File: config.mk
export PLATFORM = sky130hd
export DESIGN_NAME = ulm_load_merge
export DESIGN_NICKNAME = d
export VERILOG_FILES = /design/src/ulm_load_merge.v /design/src/ulm_addr_gen.v /design/src/ulm_lane_merge.v
export VERILOG_INCLUDE_DIRS = /design/src /design/src/common
export SDC_FILE = /design/constraint.sdc
export NUM_CORES = 1
export LEC_CHECK = 0
export BUFFER_PORTS_ARGS = -buffer_cell sky130_fd_sc_hd__buf_2
export CAP_MARGIN = 20
export CORE_ASPECT_RATIO = 1.2
export CORE_UTILIZATION = 35
export DETAILED_ROUTE_END_ITERATION = 8
export MAX_ROUTING_LAYER = met4
export PLACE_DENSITY = 0.6
export SYNTH_ARGS = -nofsm -noshare
export SYNTH_HDL_FRONTEND = slang
export SYNTH_HIERARCHICAL = 1
export SYNTH_SLANG_ARGS = --single-unit
File: constraint.sdc
create_clock -name i_clk_sys -period 3.98 [get_ports i_clk_sys]
set_input_delay 0.398 -clock i_clk_sys [delete_from_list [all_inputs] [get_ports i_clk_sys]]
set_output_delay 0.398 -clock i_clk_sys [all_outputs]
set_load 0.03 [all_outputs]
File: src/common/ulm_map.vh
/*
  Constants for the unaligned word load merge datapath: opcodes, field
  positions, exception codes and fixed implementation choices.
  Assumes it is included by bare name from the design files.
*/
// Overview of operation
// - Decode load_word_right opcode with base/target/offset fields
// - Effective address is sign-extended offset plus base
// - load_word_right fills low bytes, keeps high bytes
// - Full load_word_right copies new bit 31 upward
// - Partial load_word_right upper half fixed choice
// - Lanes chosen by address low bits and order
// - Back-to-back merge load sees previous load data
// - Left plus right pair yields sign-extended word
// - Merging loads report refill, invalid, bus errors, never address errors
// - load_word_unsigned zero-extends aligned word
// - load_word_unsigned misaligned raises address error
// - load_word_left fills high bytes, keeps low bytes
// - load_word_left always copies new bit 31 upward
`ifndef ULM_MAP_VH
`define ULM_MAP_VH

// ----------------------------------------------------------------
// Instruction fields
// ----------------------------------------------------------------
`define ULM_OPC_HI 31
`define ULM_OPC_LO 26
`define ULM_BASE_HI 25
`define ULM_BASE_LO 21
`define ULM_TGT_HI 20
`define ULM_TGT_LO 16
`define ULM_OFS_HI 15
`define ULM_OFS_LO 0
`define ULM_OPC_LOAD_WORD_LEFT 6'h22
`define ULM_OPC_LOAD_WORD_RIGHT 6'h26
`define ULM_OPC_LOAD_WORD_UNSIGNED 6'h27

// ----------------------------------------------------------------
// Exception codes on o_exc_code
// ----------------------------------------------------------------
`define ULM_EXC_NONE 3'h0
`define ULM_EXC_ADDRESS 3'h1
`define ULM_EXC_REFILL 3'h2
`define ULM_EXC_INVALID 3'h3
`define ULM_EXC_BUS 3'h4
`define ULM_EXC_RESERVED 3'h5

// ----------------------------------------------------------------
// Memory error codes on i_mem_err
// ----------------------------------------------------------------
`define ULM_MERR_NONE 2'h0
`define ULM_MERR_REFILL 2'h1
`define ULM_MERR_INVALID 2'h2
`define ULM_MERR_BUS 2'h3

// ----------------------------------------------------------------
// Implementation choices
// ----------------------------------------------------------------
// Partial right load: 1'h0 keeps bits 63..32, 1'h1 copies old bit 31
`define ULM_PARTIAL_SEXT 1'h0

`endif

File: src/ulm_load_merge.v
/*
  Load datapath for the left, right and unsigned word loads: decode,
  address formation, memory request, byte merge and register write-back.
  Assumes the pipeline supplies base and destination register values at
  issue, and the memory side answers each request with one ack pulse
  carrying the aligned word and a translation or bus error code.
*/
`timescale 1ns/100ps
`default_nettype none
`include "ulm_map.vh"

module ulm_load_merge (
  input wire i_clk_sys,
  input wire i_rstn,
  input wire i_issue,
  input wire [31:0] i_instr,
  input wire [63:0] i_base_value,
  input wire [63:0] i_dest_value,
  input wire i_cpu_byte_order_high_first,
  input wire i_mem_ack,
  input wire [31:0] i_mem_word,
  input wire [1:0] i_mem_err,
  output reg o_busy,
  output reg o_mem_req,
  output reg [63:0] o_mem_addr,
  output reg o_wb_valid,
  output reg [4:0] o_wb_index,
  output reg [63:0] o_wb_data,
  output reg o_exc_valid,
  output reg [2:0] o_exc_code,
  output reg [63:0] o_exc_addr
);

  // ----------------------------------------------------------------
  // States
  // ----------------------------------------------------------------
  localparam [2:0] S_IDLE = 3'h1;
  localparam [2:0] S_ADDR = 3'h2;
  localparam [2:0] S_WAIT = 3'h4;

  reg [2:0] state;
  reg [2:0] next_state;

  // Captured request
  reg op_left;
  reg op_right;
  reg op_unsigned;
  reg [4:0] tgt_index;
  reg [15:0] offset;
  reg [63:0] base_value;
  reg [63:0] dest_value;
  reg order_high_first;
  reg [63:0] eff_addr;

  // Last write-back, kept for the following merge load
  reg fwd_valid;
  reg [4:0] fwd_index;
  reg [63:0] fwd_data;

  // ----------------------------------------------------------------
  // Decode
  // ----------------------------------------------------------------
  wire [5:0] dec_opc;
  wire dec_left;
  wire dec_right;
  wire dec_unsigned;
  wire [4:0] dec_tgt;
  wire dec_fwd_hit;

  assign dec_opc = i_instr[`ULM_OPC_HI:`ULM_OPC_LO];
  assign dec_left = (dec_opc == `ULM_OPC_LOAD_WORD_LEFT);
  assign dec_right = (dec_opc == `ULM_OPC_LOAD_WORD_RIGHT);
  assign dec_unsigned = (dec_opc == `ULM_OPC_LOAD_WORD_UNSIGNED);
  assign dec_tgt = i_instr[`ULM_TGT_HI:`ULM_TGT_LO];
  // The pipeline register file has not yet seen the last result, so a
  // merge load right behind a load to the same target uses our copy
  assign dec_fwd_hit = fwd_valid & (fwd_index == dec_tgt) &
    (dec_left | dec_right);

  // ----------------------------------------------------------------
  // Address and merge
  // ----------------------------------------------------------------
  wire [63:0] ag_addr;
  wire ag_err;
  wire [63:0] merge_result;

  ulm_addr_gen u_addr_gen (
    .i_base_value(base_value),
    .i_offset(offset),
    .i_need_align(op_unsigned),
    .o_effective_address(ag_addr),
    .o_addr_err(ag_err)
  );

  ulm_lane_merge u_lane_merge (
    .i_op_left(op_left),
    .i_op_right(op_right),
    .i_op_unsigned(op_unsigned),
    .i_cpu_byte_order_high_first(order_high_first),
    .i_addr_lo(eff_addr[1:0]),
    .i_mem_word(i_mem_word),
    .i_dest_value(dest_value),
    .o_result(merge_result)
  );

  // ----------------------------------------------------------------
  // Memory error mapping
  // ----------------------------------------------------------------
  reg [2:0] mem_exc;

  always @* begin
    case (i_mem_err)
      `ULM_MERR_REFILL: mem_exc = `ULM_EXC_REFILL;
      `ULM_MERR_INVALID: mem_exc = `ULM_EXC_INVALID;
      `ULM_MERR_BUS: mem_exc = `ULM_EXC_BUS;
      default: mem_exc = `ULM_EXC_NONE;
    endcase
  end

  // ----------------------------------------------------------------
  // Next state
  // ----------------------------------------------------------------
  always @* begin
    next_state = state;
    case (state)
      S_IDLE: begin
        if (i_issue & (dec_left | dec_right | dec_unsigned)) begin
          next_state = S_ADDR;
        end
      end
      S_ADDR: begin
        if (ag_err) begin
          next_state = S_IDLE;
        end else begin
          next_state = S_WAIT;
        end
      end
      S_WAIT: begin
        if (i_mem_ack) begin
          next_state = S_IDLE;
        end
      end
      default: next_state = S_IDLE;
    endcase
  end

  // ----------------------------------------------------------------
  // Step strobes
  // ----------------------------------------------------------------
  wire in_idle;
  wire in_addr;
  wire in_wait;
  wire take_any;
  wire take_load;
  wire take_reserved;
  wire addr_fault;
  wire addr_ok;
  wire wb_take;
  wire err_take;

  assign in_idle = (state == S_IDLE);
  assign in_addr = (state == S_ADDR);
  assign in_wait = (state == S_WAIT);
  // Issues while busy are dropped here, so the pipeline must hold off
  assign take_any = in_idle & i_issue;
  assign take_load = take_any & (dec_left | dec_right | dec_unsigned);
  assign take_reserved = take_any & ~(dec_left | dec_right | dec_unsigned);
  assign addr_fault = in_addr & ag_err;
  assign addr_ok = in_addr & ~ag_err;
  assign wb_take = in_wait & i_mem_ack & (i_mem_err == `ULM_MERR_NONE);
  assign err_take = in_wait & i_mem_ack & (i_mem_err != `ULM_MERR_NONE);

  // ----------------------------------------------------------------
  // State and busy
  // ----------------------------------------------------------------
  // Busy follows the next state so it drops with the last pulse
  always @(posedge i_clk_sys or negedge i_rstn) begin
    if (!i_rstn) begin
      state <= S_IDLE;
      o_busy <= 1'h0;
    end else begin
      state <= next_state;
      o_busy <= (next_state != S_IDLE);
    end
  end

  // ----------------------------------------------------------------
  // Request capture
  // ----------------------------------------------------------------
  // Values are taken once, so the pipeline may move on at once
  always @(posedge i_clk_sys or negedge i_rstn) begin
    if (!i_rstn) begin
      op_left <= 1'h0;
      op_right <= 1'h0;
      op_unsigned <= 1'h0;
      tgt_index <= 5'h00;
      offset <= 16'h0000;
      base_value <= 64'h0000000000000000;
      dest_value <= 64'h0000000000000000;
      order_high_first <= 1'h0;
    end else if (take_load) begin
      op_left <= dec_left;
      op_right <= dec_right;
      op_unsigned <= dec_unsigned;
      tgt_index <= dec_tgt;
      offset <= i_instr[`ULM_OFS_HI:`ULM_OFS_LO];
      base_value <= i_base_value;
      dest_value <= dec_fwd_hit ? fwd_data : i_dest_value;
      order_high_first <= i_cpu_byte_order_high_first;
    end
  end

  // ----------------------------------------------------------------
  // Effective address
  // ----------------------------------------------------------------
  // Kept for the merge lanes and for the faulting address report
  always @(posedge i_clk_sys or negedge i_rstn) begin
    if (!i_rstn) begin
      eff_addr <= 64'h0000000000000000;
    end else if (in_addr) begin
      eff_addr <= ag_addr;
    end
  end

  // ----------------------------------------------------------------
  // Forward copy
  // ----------------------------------------------------------------
  always @(posedge i_clk_sys or negedge i_rstn) begin
    if (!i_rstn) begin
      fwd_valid <= 1'h0;
      fwd_index <= 5'h00;
      fwd_data <= 64'h0000000000000000;
    end else if (wb_take) begin
      fwd_valid <= 1'h1;
      fwd_index <= tgt_index;
      fwd_data <= merge_result;
    end else if (take_any) begin
      // Any issue ends the back-to-back window
      fwd_valid <= 1'h0;
    end
  end

  // ----------------------------------------------------------------
  // Memory request
  // ----------------------------------------------------------------
  always @(posedge i_clk_sys or negedge i_rstn) begin
    if (!i_rstn) begin
      o_mem_req <= 1'h0;
      o_mem_addr <= 64'h0000000000000000;
    end else begin
      o_mem_req <= addr_ok;
      if (addr_ok) begin
        // Memory sees the aligned word holding the address
        o_mem_addr <= {ag_addr[63:2], 2'h0};
      end
    end
  end

  // ----------------------------------------------------------------
  // Write-back
  // ----------------------------------------------------------------
  // Index and data hold until the next write-back
  always @(posedge i_clk_sys or negedge i_rstn) begin
    if (!i_rstn) begin
      o_wb_valid <= 1'h0;
      o_wb_index <= 5'h00;
      o_wb_data <= 64'h0000000000000000;
    end else begin
      o_wb_valid <= wb_take;
      if (wb_take) begin
        o_wb_index <= tgt_index;
        o_wb_data <= merge_result;
      end
    end
  end

  // ----------------------------------------------------------------
  // Exception report
  // ----------------------------------------------------------------
  // Causes are exclusive by state; the order only fixes priority
  always @(posedge i_clk_sys or negedge i_rstn) begin
    if (!i_rstn) begin
      o_exc_valid <= 1'h0;
      o_exc_code <= `ULM_EXC_NONE;
      o_exc_addr <= 64'h0000000000000000;
    end else begin
      o_exc_valid <= take_reserved | addr_fault | err_take;
      if (take_reserved) begin
        o_exc_code <= `ULM_EXC_RESERVED;
        o_exc_addr <= 64'h0000000000000000;
      end else if (addr_fault) begin
        o_exc_code <= `ULM_EXC_ADDRESS;
        o_exc_addr <= ag_addr;
      end else if (err_take) begin
        o_exc_code <= mem_exc;
        o_exc_addr <= eff_addr;
      end
    end
  end

endmodule // ulm_load_merge
`default_nettype wire

File: src/ulm_addr_gen.v
/*
  Effective address former and alignment checker for the load datapath.
  Assumes base value is the full 64-bit register read by the pipeline.
*/
`timescale 1ns/100ps
`default_nettype none
`include "ulm_map.vh"

module ulm_addr_gen (
  input wire [63:0] i_base_value,
  input wire [15:0] i_offset,
  input wire i_need_align,
  output wire [63:0] o_effective_address,
  output wire o_addr_err
);

  // ----------------------------------------------------------------
  // Address sum
  // ----------------------------------------------------------------
  assign o_effective_address = i_base_value +
    {{48{i_offset[15]}}, i_offset};

  // Merging loads never fault on alignment; only the aligned load does
  assign o_addr_err = i_need_align &
    (o_effective_address[1:0] != 2'h0);

endmodule // ulm_addr_gen
`default_nettype wire

File: src/ulm_lane_merge.v
/*
  Byte lane merge for left, right and unsigned word loads.
  Assumes the memory word is presented as a 32-bit value, lane 0 lowest.
*/
`timescale 1ns/100ps
`default_nettype none
`include "ulm_map.vh"

module ulm_lane_merge (
  input wire i_op_left,
  input wire i_op_right,
  input wire i_op_unsigned,
  input wire i_cpu_byte_order_high_first,
  input wire [1:0] i_addr_lo,
  input wire [31:0] i_mem_word,
  input wire [63:0] i_dest_value,
  output wire [63:0] o_result
);

  wire [1:0] byte_idx;
  wire [31:0] low_word;
  wire full_right;
  wire [31:0] upper_word;

  // ----------------------------------------------------------------
  // Lane lookup
  // ----------------------------------------------------------------
  assign byte_idx = i_addr_lo ^ {2{i_cpu_byte_order_high_first}};

  genvar i;
  generate
    for (i = 0; i < 4; i = i + 1) begin : g_lane
      wire [31:0] lane_sum;
      wire [1:0] pos_l;
      wire [1:0] pos_r;
      wire take_l;
      wire take_r;
      assign lane_sum = i + {30'h0, byte_idx};
      // Left lanes: top byte_idx+1 lanes from memory lanes 0 upward
      assign pos_l = lane_sum[1:0] + 2'h1;
      assign take_l = (lane_sum >= 32'h00000003);
      // Right lanes: low 4-byte_idx lanes from memory lane byte_idx up
      assign pos_r = lane_sum[1:0];
      assign take_r = (lane_sum <= 32'h00000003);
      assign low_word[8*i+7:8*i] =
        i_op_unsigned ? i_mem_word[8*i+7:8*i] :
        (i_op_left & take_l) ? i_mem_word[8*pos_l +: 8] :
        (i_op_right & take_r) ? i_mem_word[8*pos_r +: 8] :
        i_dest_value[8*i+7:8*i];
    end
  endgenerate

  // ----------------------------------------------------------------
  // Upper half
  // ----------------------------------------------------------------
  assign full_right = i_op_right & (byte_idx == 2'h0);

  assign upper_word =
    i_op_unsigned ? 32'h00000000 :
    (i_op_left | full_right) ? {32{low_word[31]}} :
    `ULM_PARTIAL_SEXT ? {32{i_dest_value[31]}} :
    i_dest_value[63:32];

  // A left/right pair covers all lanes and ends on a sign copy
  assign o_result = {upper_word, low_word};

endmodule // ulm_lane_merge
`default_nettype wire

After elaboration in Yosys (flattened, before gate mapping)
Cells that the tools add are included.
- memories: 0
- memory bits (writable): 0
- bits in registers: 423
- latch bits: 0
- bits of input ports: 199
- logic and storage cells: 118
- ROM bits: 0
- magnitude comparators: 8
- multiply operators: 0
- multiplexer cells: 28
- bitwise operators: 29
- divide/modulo/power cells: 0
- shift-type cells: 8
- reduce and logical (&&, ||, !) cells: 6
- add/subtract/negate cells: 8
- equal/unequal tests: 11
- operators by type and width (operator ; number):
    2-to-1 mux 64 bit ; 4
    variable part select 32 x 6 -> 8 bit ; 8
    greater-or-equal comparator 32 x 2 -> 1 bit, second input constant ; 3
    less-or-equal comparator 32 x 2 -> 1 bit, second input constant ; 3
    2-to-1 mux 8 bit ; 12
    adder 64 bit ; 1
    2-to-1 mux 32 bit ; 2
    bitwise AND 1 bit ; 21
    == test 6 bit, second input constant ; 3
    2-to-1 mux 3 bit ; 6
    case mux 3 bit (3 select lines) ; 2
    adder 2 x 1 -> 2 bit, second input constant ; 4
    adder 2 x 2 -> 3 bit, first input constant ; 2
    nonzero test 2 bit ; 3
    == test 5 bit ; 1
    OR 1 bit ; 5
    == test 2 bit, second input constant ; 2
    zero test 2 bit ; 2
    adder 1 x 2 -> 3 bit, first input constant ; 1
    == test 3 x 1 -> 1 bit, second input constant ; 1
    == test 3 x 2 -> 1 bit, second input constant ; 1
    == test 3 bit, second input constant ; 1
    inequality test 3 x 1 -> 1 bit, second input constant ; 1
    nonzero test 3 bit ; 1
    other kinds (6) ; 8

Logic depth before layout (Yosys ltp)
Gate-level depths: netlist of the first run.
- depth in word-level cells: 9
- gate-level depth with buffers: 13
- mapped depth without buffers: 13

Modules after synthesis
The synthesis of the first run kept the hierarchy.
- by module, submodules not included (module ; area each (um^2) ; cells each ; instances ; seq. area each (um^2)):
    ulm_load_merge ; 17580.6 ; 1556 ; 1 ; 10586.4
    ulm_addr_gen ; 4011.3 ; 600 ; 1 ; 0.0
    ulm_lane_merge ; 2098.3 ; 292 ; 1 ; 0.0

Worst setup path before layout of the first run
No wires, ideal clock.
- path kind: register to register
- start point: register offset[15]
- end point: register o_exc_addr[62]
- setup slack: 0.291 ns
- arrival time: 3.561 ns
- cell stages (with the launch flop): 14
- period minus slack after synthesis: 3.689 ns
- path through: dfrtp_1 > ha_1 > clkbuf_1 > and3_1 > a211o_1 > a211oi_1 > o21ai_0 > o21ai_1 > o21ai_1 > a31oi_1 > xnor2_1 > nand2_1 > a21oi_1 > mux2_1
- cells in the longest elaborated chain, start to end: 3
- RTL lines (item ; line ; source):
    start, declared ; ulm_load_merge.v:49 ; reg [15:0] offset;
    start signal, assigned ; ulm_load_merge.v:206 ; offset <= i_instr[`ULM_OFS_HI:`ULM_OFS_LO];
    adder 64 bit ; ulm_addr_gen.v:20 ; assign o_effective_address = i_base_value +
    via ag_addr[62] ; ulm_load_merge.v:83 ; wire [63:0] ag_addr;
    2-to-1 mux 64 bit ; ulm_load_merge.v:291 ; end else if (addr_fault) begin
    2-to-1 mux 64 bit ; ulm_load_merge.v:288 ; if (take_reserved) begin
    end signal, assigned ; ulm_load_merge.v:293 ; o_exc_addr <= ag_addr;
    end signal, assigned ; ulm_load_merge.v:296 ; o_exc_addr <= eff_addr;
    end, declared ; ulm_load_merge.v:31 ; output reg [63:0] o_exc_addr
The timed path passes the listed nets, and every way through them passes these cells.
A chain may end at the register's enable or synchronous reset.

Worst setup path after layout of the first run
- start point: register offset[15]
- end point: register o_exc_addr[58]
Same word-level chain as after synthesis.

==> results.ini, run 1 <==
[run_status]
status = finished clean

[worst_setup_path]
path_cells = ha_1 -> nand4_1 -> a2111oi_1 -> o2111ai_1 -> a31oi_2 -> o21ai_1 -> o31ai_2 -> a21boi_1 -> xnor2_1 -> nand2_1 -> a21oi_1 -> mux2_1
crit_arrival_ns = 4.25
worstPathRequired_ns = 4.44
path_delay_family = compound AO/OA/AOI/OAI gates
worstSetupEndpointType = flip-flop
path_max_fanout = 22
slowest_delay_ns = 0.61
path_buf_inv = 0
crit_type = reg -> reg
ff2ff_setup_slack_ns = 0.19
critPathLaunchType = flip-flop
cp_slowest_cell = dfrtp_4

[power]
leakagePower_nw = 13.98
vdd.ir_drop.worst_v = 0.0003004
power_density_nw_per_um2 = 481.2

[global_routing]
grt_pass1_vias = 20383
grt_pass1_wl_um = 118400
antenna_found_initial = 9
grt_use_total_pct = 22.67
grt_max_degree = 112
grt_overflow = 0

[layout]
final_common_cell = nand2_1
drive_gt1_share_pct = 28.73
mostFrequentLayoutCells = 603 x nand2_1, 421 x dfrtp_1, 394 x buf_2
synthToLayoutAreaGrowth_pct = 19.46
final_nets = 3053

[clock_network]
clockBufferDepth = 3
clk_pin_slew_ns = 0.06
cts_tree = yes
post_cts_buffers = 0
clockRootBuffer = clkbuf_16
worstSkewPairLatency_ns = 0.58
clkSinkCount = 423
cts_buffers = 48
htree_levels = 2

[place]
portBuffers = 395
place_hpwl_um = 54460
gp_congestion = 0.9484

[timing]
tns_ns = 0
worstMarginPinSlew_ns = 1.013
slew_violations = 0
period_minus_slack_ns = 3.786
skew_ns = 0.01930
slew_headroom_pct = 32.49
post-route-period-util_pct = 95.12
rsz0062_at_grt = false
hold_violations = 0
setup_viol = 0
holdWs_ns = 0.03102
fmax_ghz = 0.2641

[logic_synthesis]
synthFlopType = dfrtp_1
synth_cell_types = 88
synth_area_um2 = 23690
synth_seq_cells = 423
synth-edff-count = 0
synth_area_per_cell_um2 = 9.677
ys_seq_area_share_pct = 44.69
synth_area_leader_cell = dfrtp_1
yosys-top-cells-area = dfrtp_1 45%, mux2_2 10%, nand2_1 9.6%
synth_warnings = 6
syn_inst = 2448
synth.top_cell.area_share_pct = 44.58
synthArstFlopShare_pct = 100.0

[drt]
vias = 20091
wl_per_cell_um = 20.55
dr.first_iter.drc_count = 1293
viasPerCell = 5.386
post-route-drc-count = 0
routed_wl_um = 76660
ant_nets = 0
drtPass1Iterations = 7

[floorplan]
core_um2 = 67010
floorplan.die_area_um2 = 68730
die_y_um = 287.0
boundaryPins = 403
rows = 104
start_util_pct = 35.35
dieWidth_um = 239.5

[run]
cap_violations = 0

[hold_path]
worstHoldPathType = in -> reg

## registers in the layout, summed over array words and instances (netlist names), 3 cells and up
name and flops:
tgt_index 5, o_exc_code 3, offset 16, o_exc_addr 64
dest_value 64, o_mem_addr 62, eff_addr 64, state 3
o_wb_data 64, base_value 64, o_wb_index 5
## cells in the mapped netlist, types with 3 or more instances
master / number
o31ai_1: 14
and4_1: 4
and3_1: 6
nor2_1: 98
a31oi_1: 9
mux4_2: 23
a21boi_1: 4
o211ai_1: 71
buf_1: 6
a21o_1: 30
o22ai_1: 15
xnor2_1: 47
a21boi_0: 5
nor3_2: 3
nand4_1: 91
buf_4: 8
mux2_2: 220
mux2i_1: 22
a21oi_1: 190
dfrtp_1: 422
and2_1: 10
nor3_1: 17
buf_2: 64
xor2_1: 20
o221ai_1: 4
nand2b_1: 10
mux2_1: 49
inv_1: 25
nand2_1: 604
buf_6: 9
nand3_1: 23
clkbuf_1: 82
or3_1: 4
o21bai_1: 17
a211oi_1: 8
o21a_1: 7
a22oi_1: 7
nor2b_1: 7
nand3b_1: 3
o21ai_1: 9
or2_2: 7
o21ai_0: 49
nor4_1: 6
ha_1: 68
## metrics by stage
step           power [W]  worst slack (ns)  instances  utilization (%)  area, µm²
2_1_floorplan   0.007696            0.2914       2449                -      23690
3_3_place_gp    0.008995            0.1483       3632            39.70      26600
3_5_place_dp    0.009075           0.06726       3632            39.70      26600
4_1_cts          0.01375           0.05411       3720            42.18      28260
5_1_grt          0.01435          0.001863       3729            42.23      28300
6_report         0.01362            0.1942       3730            42.23      28300
## cell type report
| cell class | count | area, µm² |
|---|---|---|
| Clock buffer | 69 | 1401 |
| Timing Repair Buffer | 456 | 2559 |
| Antenna cell | 10 | 25.02 |
| Clock inverter | 15 | 217.7 |
| Fill cell | 6563 | 38710 |
| Tap cell | 901 | 1127 |
| Sequential cell | 423 | 10590 |
| Multi-Input combinational cell | 1828 | 12270 |
| Inverter | 28 | 110.1 |
## cells by family (layout without fill, tap and decap cells)
logic type / after synthesis / after routing / share of synthesized area (%)
buf+inv: 198 / 568 / 3.892
fa+ha+maj: 69 / 69 / 3.676
other cells: 1 / 12 / 0.01583
compound gates: 466 / 466 / 12.40
xor+xnor: 68 / 68 / 2.593
flops: 423 / 423 / 44.69
simple gates: 909 / 909 / 16.83
mux: 314 / 314 / 15.90
## final timing paths
path | startpoint | to | cells after the start
setup reg to reg | offset[15] | o_exc_addr[58] | 12
min in group asynchronous | i_rstn | o_wb_data[62] | 2
max in group asynchronous | i_rstn | o_mem_addr[25] | 3
hold reg to reg | tgt_index[0] | tgt_index[0] | 2
hold / removal | i_instr[14] | offset[14] | 3
setup / recovery | offset[15] | o_exc_addr[58] | 12
## tightest hold or removal path, stage by stage
cell and delay [ns]:
buf_2 0.08, nand2_1 0.04, nand2_1 0.05
## metal layers
metal,GRT usage (%),up-vias,part of all wire (%)
li1,-,9326,-
met2,38.83,675,50
met3,4.332,141,6.1
met1,26.65,9949,41
met4,7.212,0,3.1
met5,-,-,0
## timing repair
| action | 4_1_cts | 5_1_grt |
|---|---|---|
| resized for setup | 0 | 3 |
| endpoints found under the hold margin | 67 | 0 |
| hold buffers | 4 | 0 |
| setup endpoints to repair | 0 | 5 |
## power by group
| part | total [W] | switching [W] | internal, W |
|---|---|---|---|
| clock | 0.00459 | 0.00183 | 0.00276 |
| combinational | 0.00410 | 0.00257 | 0.00152 |
| sequential | 0.00493 | 0.000262 | 0.00467 |
Power figures use the tool's default switching activity.
==> run 2: changes to the inputs <==
--- a/config.mk
+++ b/config.mk
@@ -12,7 +12,7 @@
 export CORE_UTILIZATION = 35
 export DETAILED_ROUTE_END_ITERATION = 8
 export MAX_ROUTING_LAYER = met4
-export PLACE_DENSITY = 0.6
+export PLACE_DENSITY = 0.58
 export SYNTH_ARGS = -nofsm -noshare
 export SYNTH_HDL_FRONTEND = slang
 export SYNTH_HIERARCHICAL = 1
==> constraint.sdc (replaced) <==
create_clock -name i_clk_sys -period 3.6 [get_ports i_clk_sys]
set_input_delay 0.36 -clock i_clk_sys [delete_from_list [all_inputs] [get_ports i_clk_sys]]
set_output_delay 0.36 -clock i_clk_sys [all_outputs]
set_load 0.03 [all_outputs]
==> run 2 against run 1 <==
Compared with the run above:
- routed wire length up 3.8%
- critical path depth is 2 higher
- first-iteration DRC count increased by 3.4%
- combinational power rose by 30%
- maximum frequency is 5.8% higher
- register-to-register slack lost 0.17 ns
- hold slack lost 0.0095 ns
- clock power grew 22%
- non-clock buffer count rose by 190
- utilization grew 3.0 points
- via count grew 4.1%
- critical path type unchanged
==> results.ini, run 2 (synthesis gave the netlist of run 1 again) <==
[worst_setup_path]
path_max_fanout = 8  ; -64%
crit_type = reg -> reg
path_cells = buf_12 -> ha_1 -> nand4_1 -> a2111oi_1 -> o2111ai_1 -> a31oi_1 -> buf_4 -> o21ai_2 -> o31ai_2 -> a21boi_1 -> xnor2_1 -> nand2_1 -> a21oi_1 -> mux2_1
r2r_cells = 14  ; +2
worstSetupEndpointType = flip-flop
critPathLaunchType = flip-flop
worstPathRequired_ns = 4.08  ; -0.36 ns
slowest_delay_ns = 0.48  ; -0.13 ns
cp_slowest_cell = dfrtp_4
crit_arrival_ns = 4.06  ; -0.19 ns

[drt]
dr.first_iter.drc_count = 1337  ; +3.4%
vias = 20916  ; +4.1%
post-route-drc-count = 0  ; unchanged
ant_nets = 0  ; unchanged
viasPerCell = 5.330  ; -1.0%
wl_per_cell_um = 20.28  ; -1.3%
routed_wl_um = 79600  ; +3.8%
drtPass1Iterations = 5  ; -2

[timing]
fmax_ghz = 0.2795  ; +5.8%
setup_viol = 0  ; unchanged
rsz0062_at_grt = true
tns_ns = 0  ; unchanged
hold_violations = 0  ; unchanged
slew_headroom_pct = 40.22  ; +7.7 points
slew_violations = 0  ; unchanged
period_minus_slack_ns = 3.578  ; -0.2078 ns
skew_ns = 0.03974  ; +0.02044 ns
post-route-period-util_pct = 99.39  ; +4.3 points
worstMarginPinSlew_ns = 0.8966  ; -0.1160 ns

[run]
cap_violations = 0  ; unchanged

[place]
portBuffers = 395  ; unchanged
placed_area_um2 = 27620  ; +3.8%
gp_congestion = 0.9371  ; -1.2%
place_hpwl_um = 56870  ; +4.4%
place_inst = 3754  ; +3.4%

[hold_path]
worstHoldPathType = in -> reg
hold_depth = 3  ; unchanged

[clock_network]
clockBufferDepth = 3  ; unchanged
htree_levels = 2  ; unchanged
clkSinkCount = 423  ; unchanged
clk_pin_slew_ns = 0.06  ; about the same
cts_buffers = 48  ; unchanged
clockRootBuffer = clkbuf_16
worstSkewPairLatency_ns = 0.61  ; +0.03 ns
cts_tree = yes

[power]
vdd.ir_drop.worst_v = 0.0003457  ; +15%
power_density_nw_per_um2 = 539.1  ; +12%
leakagePower_nw = 15.04  ; +7.6%

[global_routing]
antenna_found_initial = 11  ; +2
grt_pass1_wl_um = 122500  ; +3.4%
grt_pass1_vias = 21475  ; +5.4%
grt_overflow = 0  ; unchanged
grt_max_degree = 97  ; -13%
grt_use_total_pct = 23.56  ; +0.89 points

[layout]
drive_gt1_share_pct = 32.02  ; +3.3 points
synthToLayoutAreaGrowth_pct = 28.03
final_nets = 3243  ; +6.2%
instances_no_fill = 3924  ; +5.2%
mostFrequentLayoutCells = 603 x nand2_1, 421 x dfrtp_1, 394 x buf_2
final_common_cell = nand2_1
design_area_um2 = 30330  ; +7.2%

[floorplan]
start_util_pct = 35.35  ; unchanged
boundaryPins = 403  ; unchanged
core_um2 = 67010  ; unchanged
die_y_um = 287.0  ; unchanged
dieWidth_um = 239.5  ; unchanged
rows = 104  ; unchanged
floorplan.die_area_um2 = 68730  ; unchanged

[run_status]
status = finished clean

[run 2: area by class of cell]
cell class                      instances  area (µm²)
Sequential cell                       423       10590
Antenna cell                            9       22.52
Fill cell                            6423       36680
Multi-Input combinational cell       1828       12410
Tap cell                              901        1127
Clock buffer                           66        1421
Clock inverter                         23       397.9
Inverter                               28       110.1
Timing Repair Buffer                  646        4255
[run 2: what timing repair did]
action                                 CTS  global route
setup endpoints to repair               15            45
gates resized for setup                  4            27
hold buffers                            67             0
endpoints found under the hold margin  150             0
gates cloned                             0             0
setup buffers                            0             5
pin swaps                                0             3
[run 2: worst paths after layout]
check / end / slack, ns / start
worst max-delay path: o_exc_addr[58] / 0.02 / offset[15]
worst min-delay path: offset[6] / 0.02 / i_instr[6]
worst max register to register: o_exc_addr[58] / 0.02 / offset[15]
worst min register to register: fwd_valid / 0.48 / fwd_valid
max in group asynchronous: eff_addr[7] / 2.16 / i_rstn
min in group asynchronous: o_wb_data[61] / 0.36 / i_rstn
[run 2: routing by layer]
layer	vias up	track usage [%]	wire [µm]
met5	-	-	0
met1	10350	28.08	32700
met2	700	40.09	39630
li1	9711	-	-
met3	155	3.563	4193
met4	0	8.670	3076
[run 2: worst max-delay path, delay by kind of cell, from the launching register on]
kind	cells	cell delay, ns
AOI/OAI and AO/OA	7	1.69
DFF	1	0.48
adders and majority gates	1	0.32
buffers and inverters	2	0.31
muxes	1	0.30
and+or+nand+nor	2	0.20
xor gates and xnor gates	1	0.16
[run 2: power breakdown]
part           switching, W  internal [W]  total (W)
clock               0.00211       0.00349    0.00560
sequential         0.000278       0.00516    0.00544
combinational       0.00305       0.00227    0.00531
[run 2: stage by stage]
step / util [%] / hold slack, ns / power, W / setup WS (ns)
global placement: 41.22 / 0.4543 / 0.01054 / -0.05970
floorplan: - / 0.06441 / 0.008509 / 0.3147
global route: 45.26 / 0.002094 / 0.01722 / -0.07781
finish: 45.26 / 0.02151 / 0.01635 / 0.02199
CTS: 44.96 / 0.0002893 / 0.01639 / 0.02598
detailed placement: 41.22 / 0.4630 / 0.01062 / -0.1089
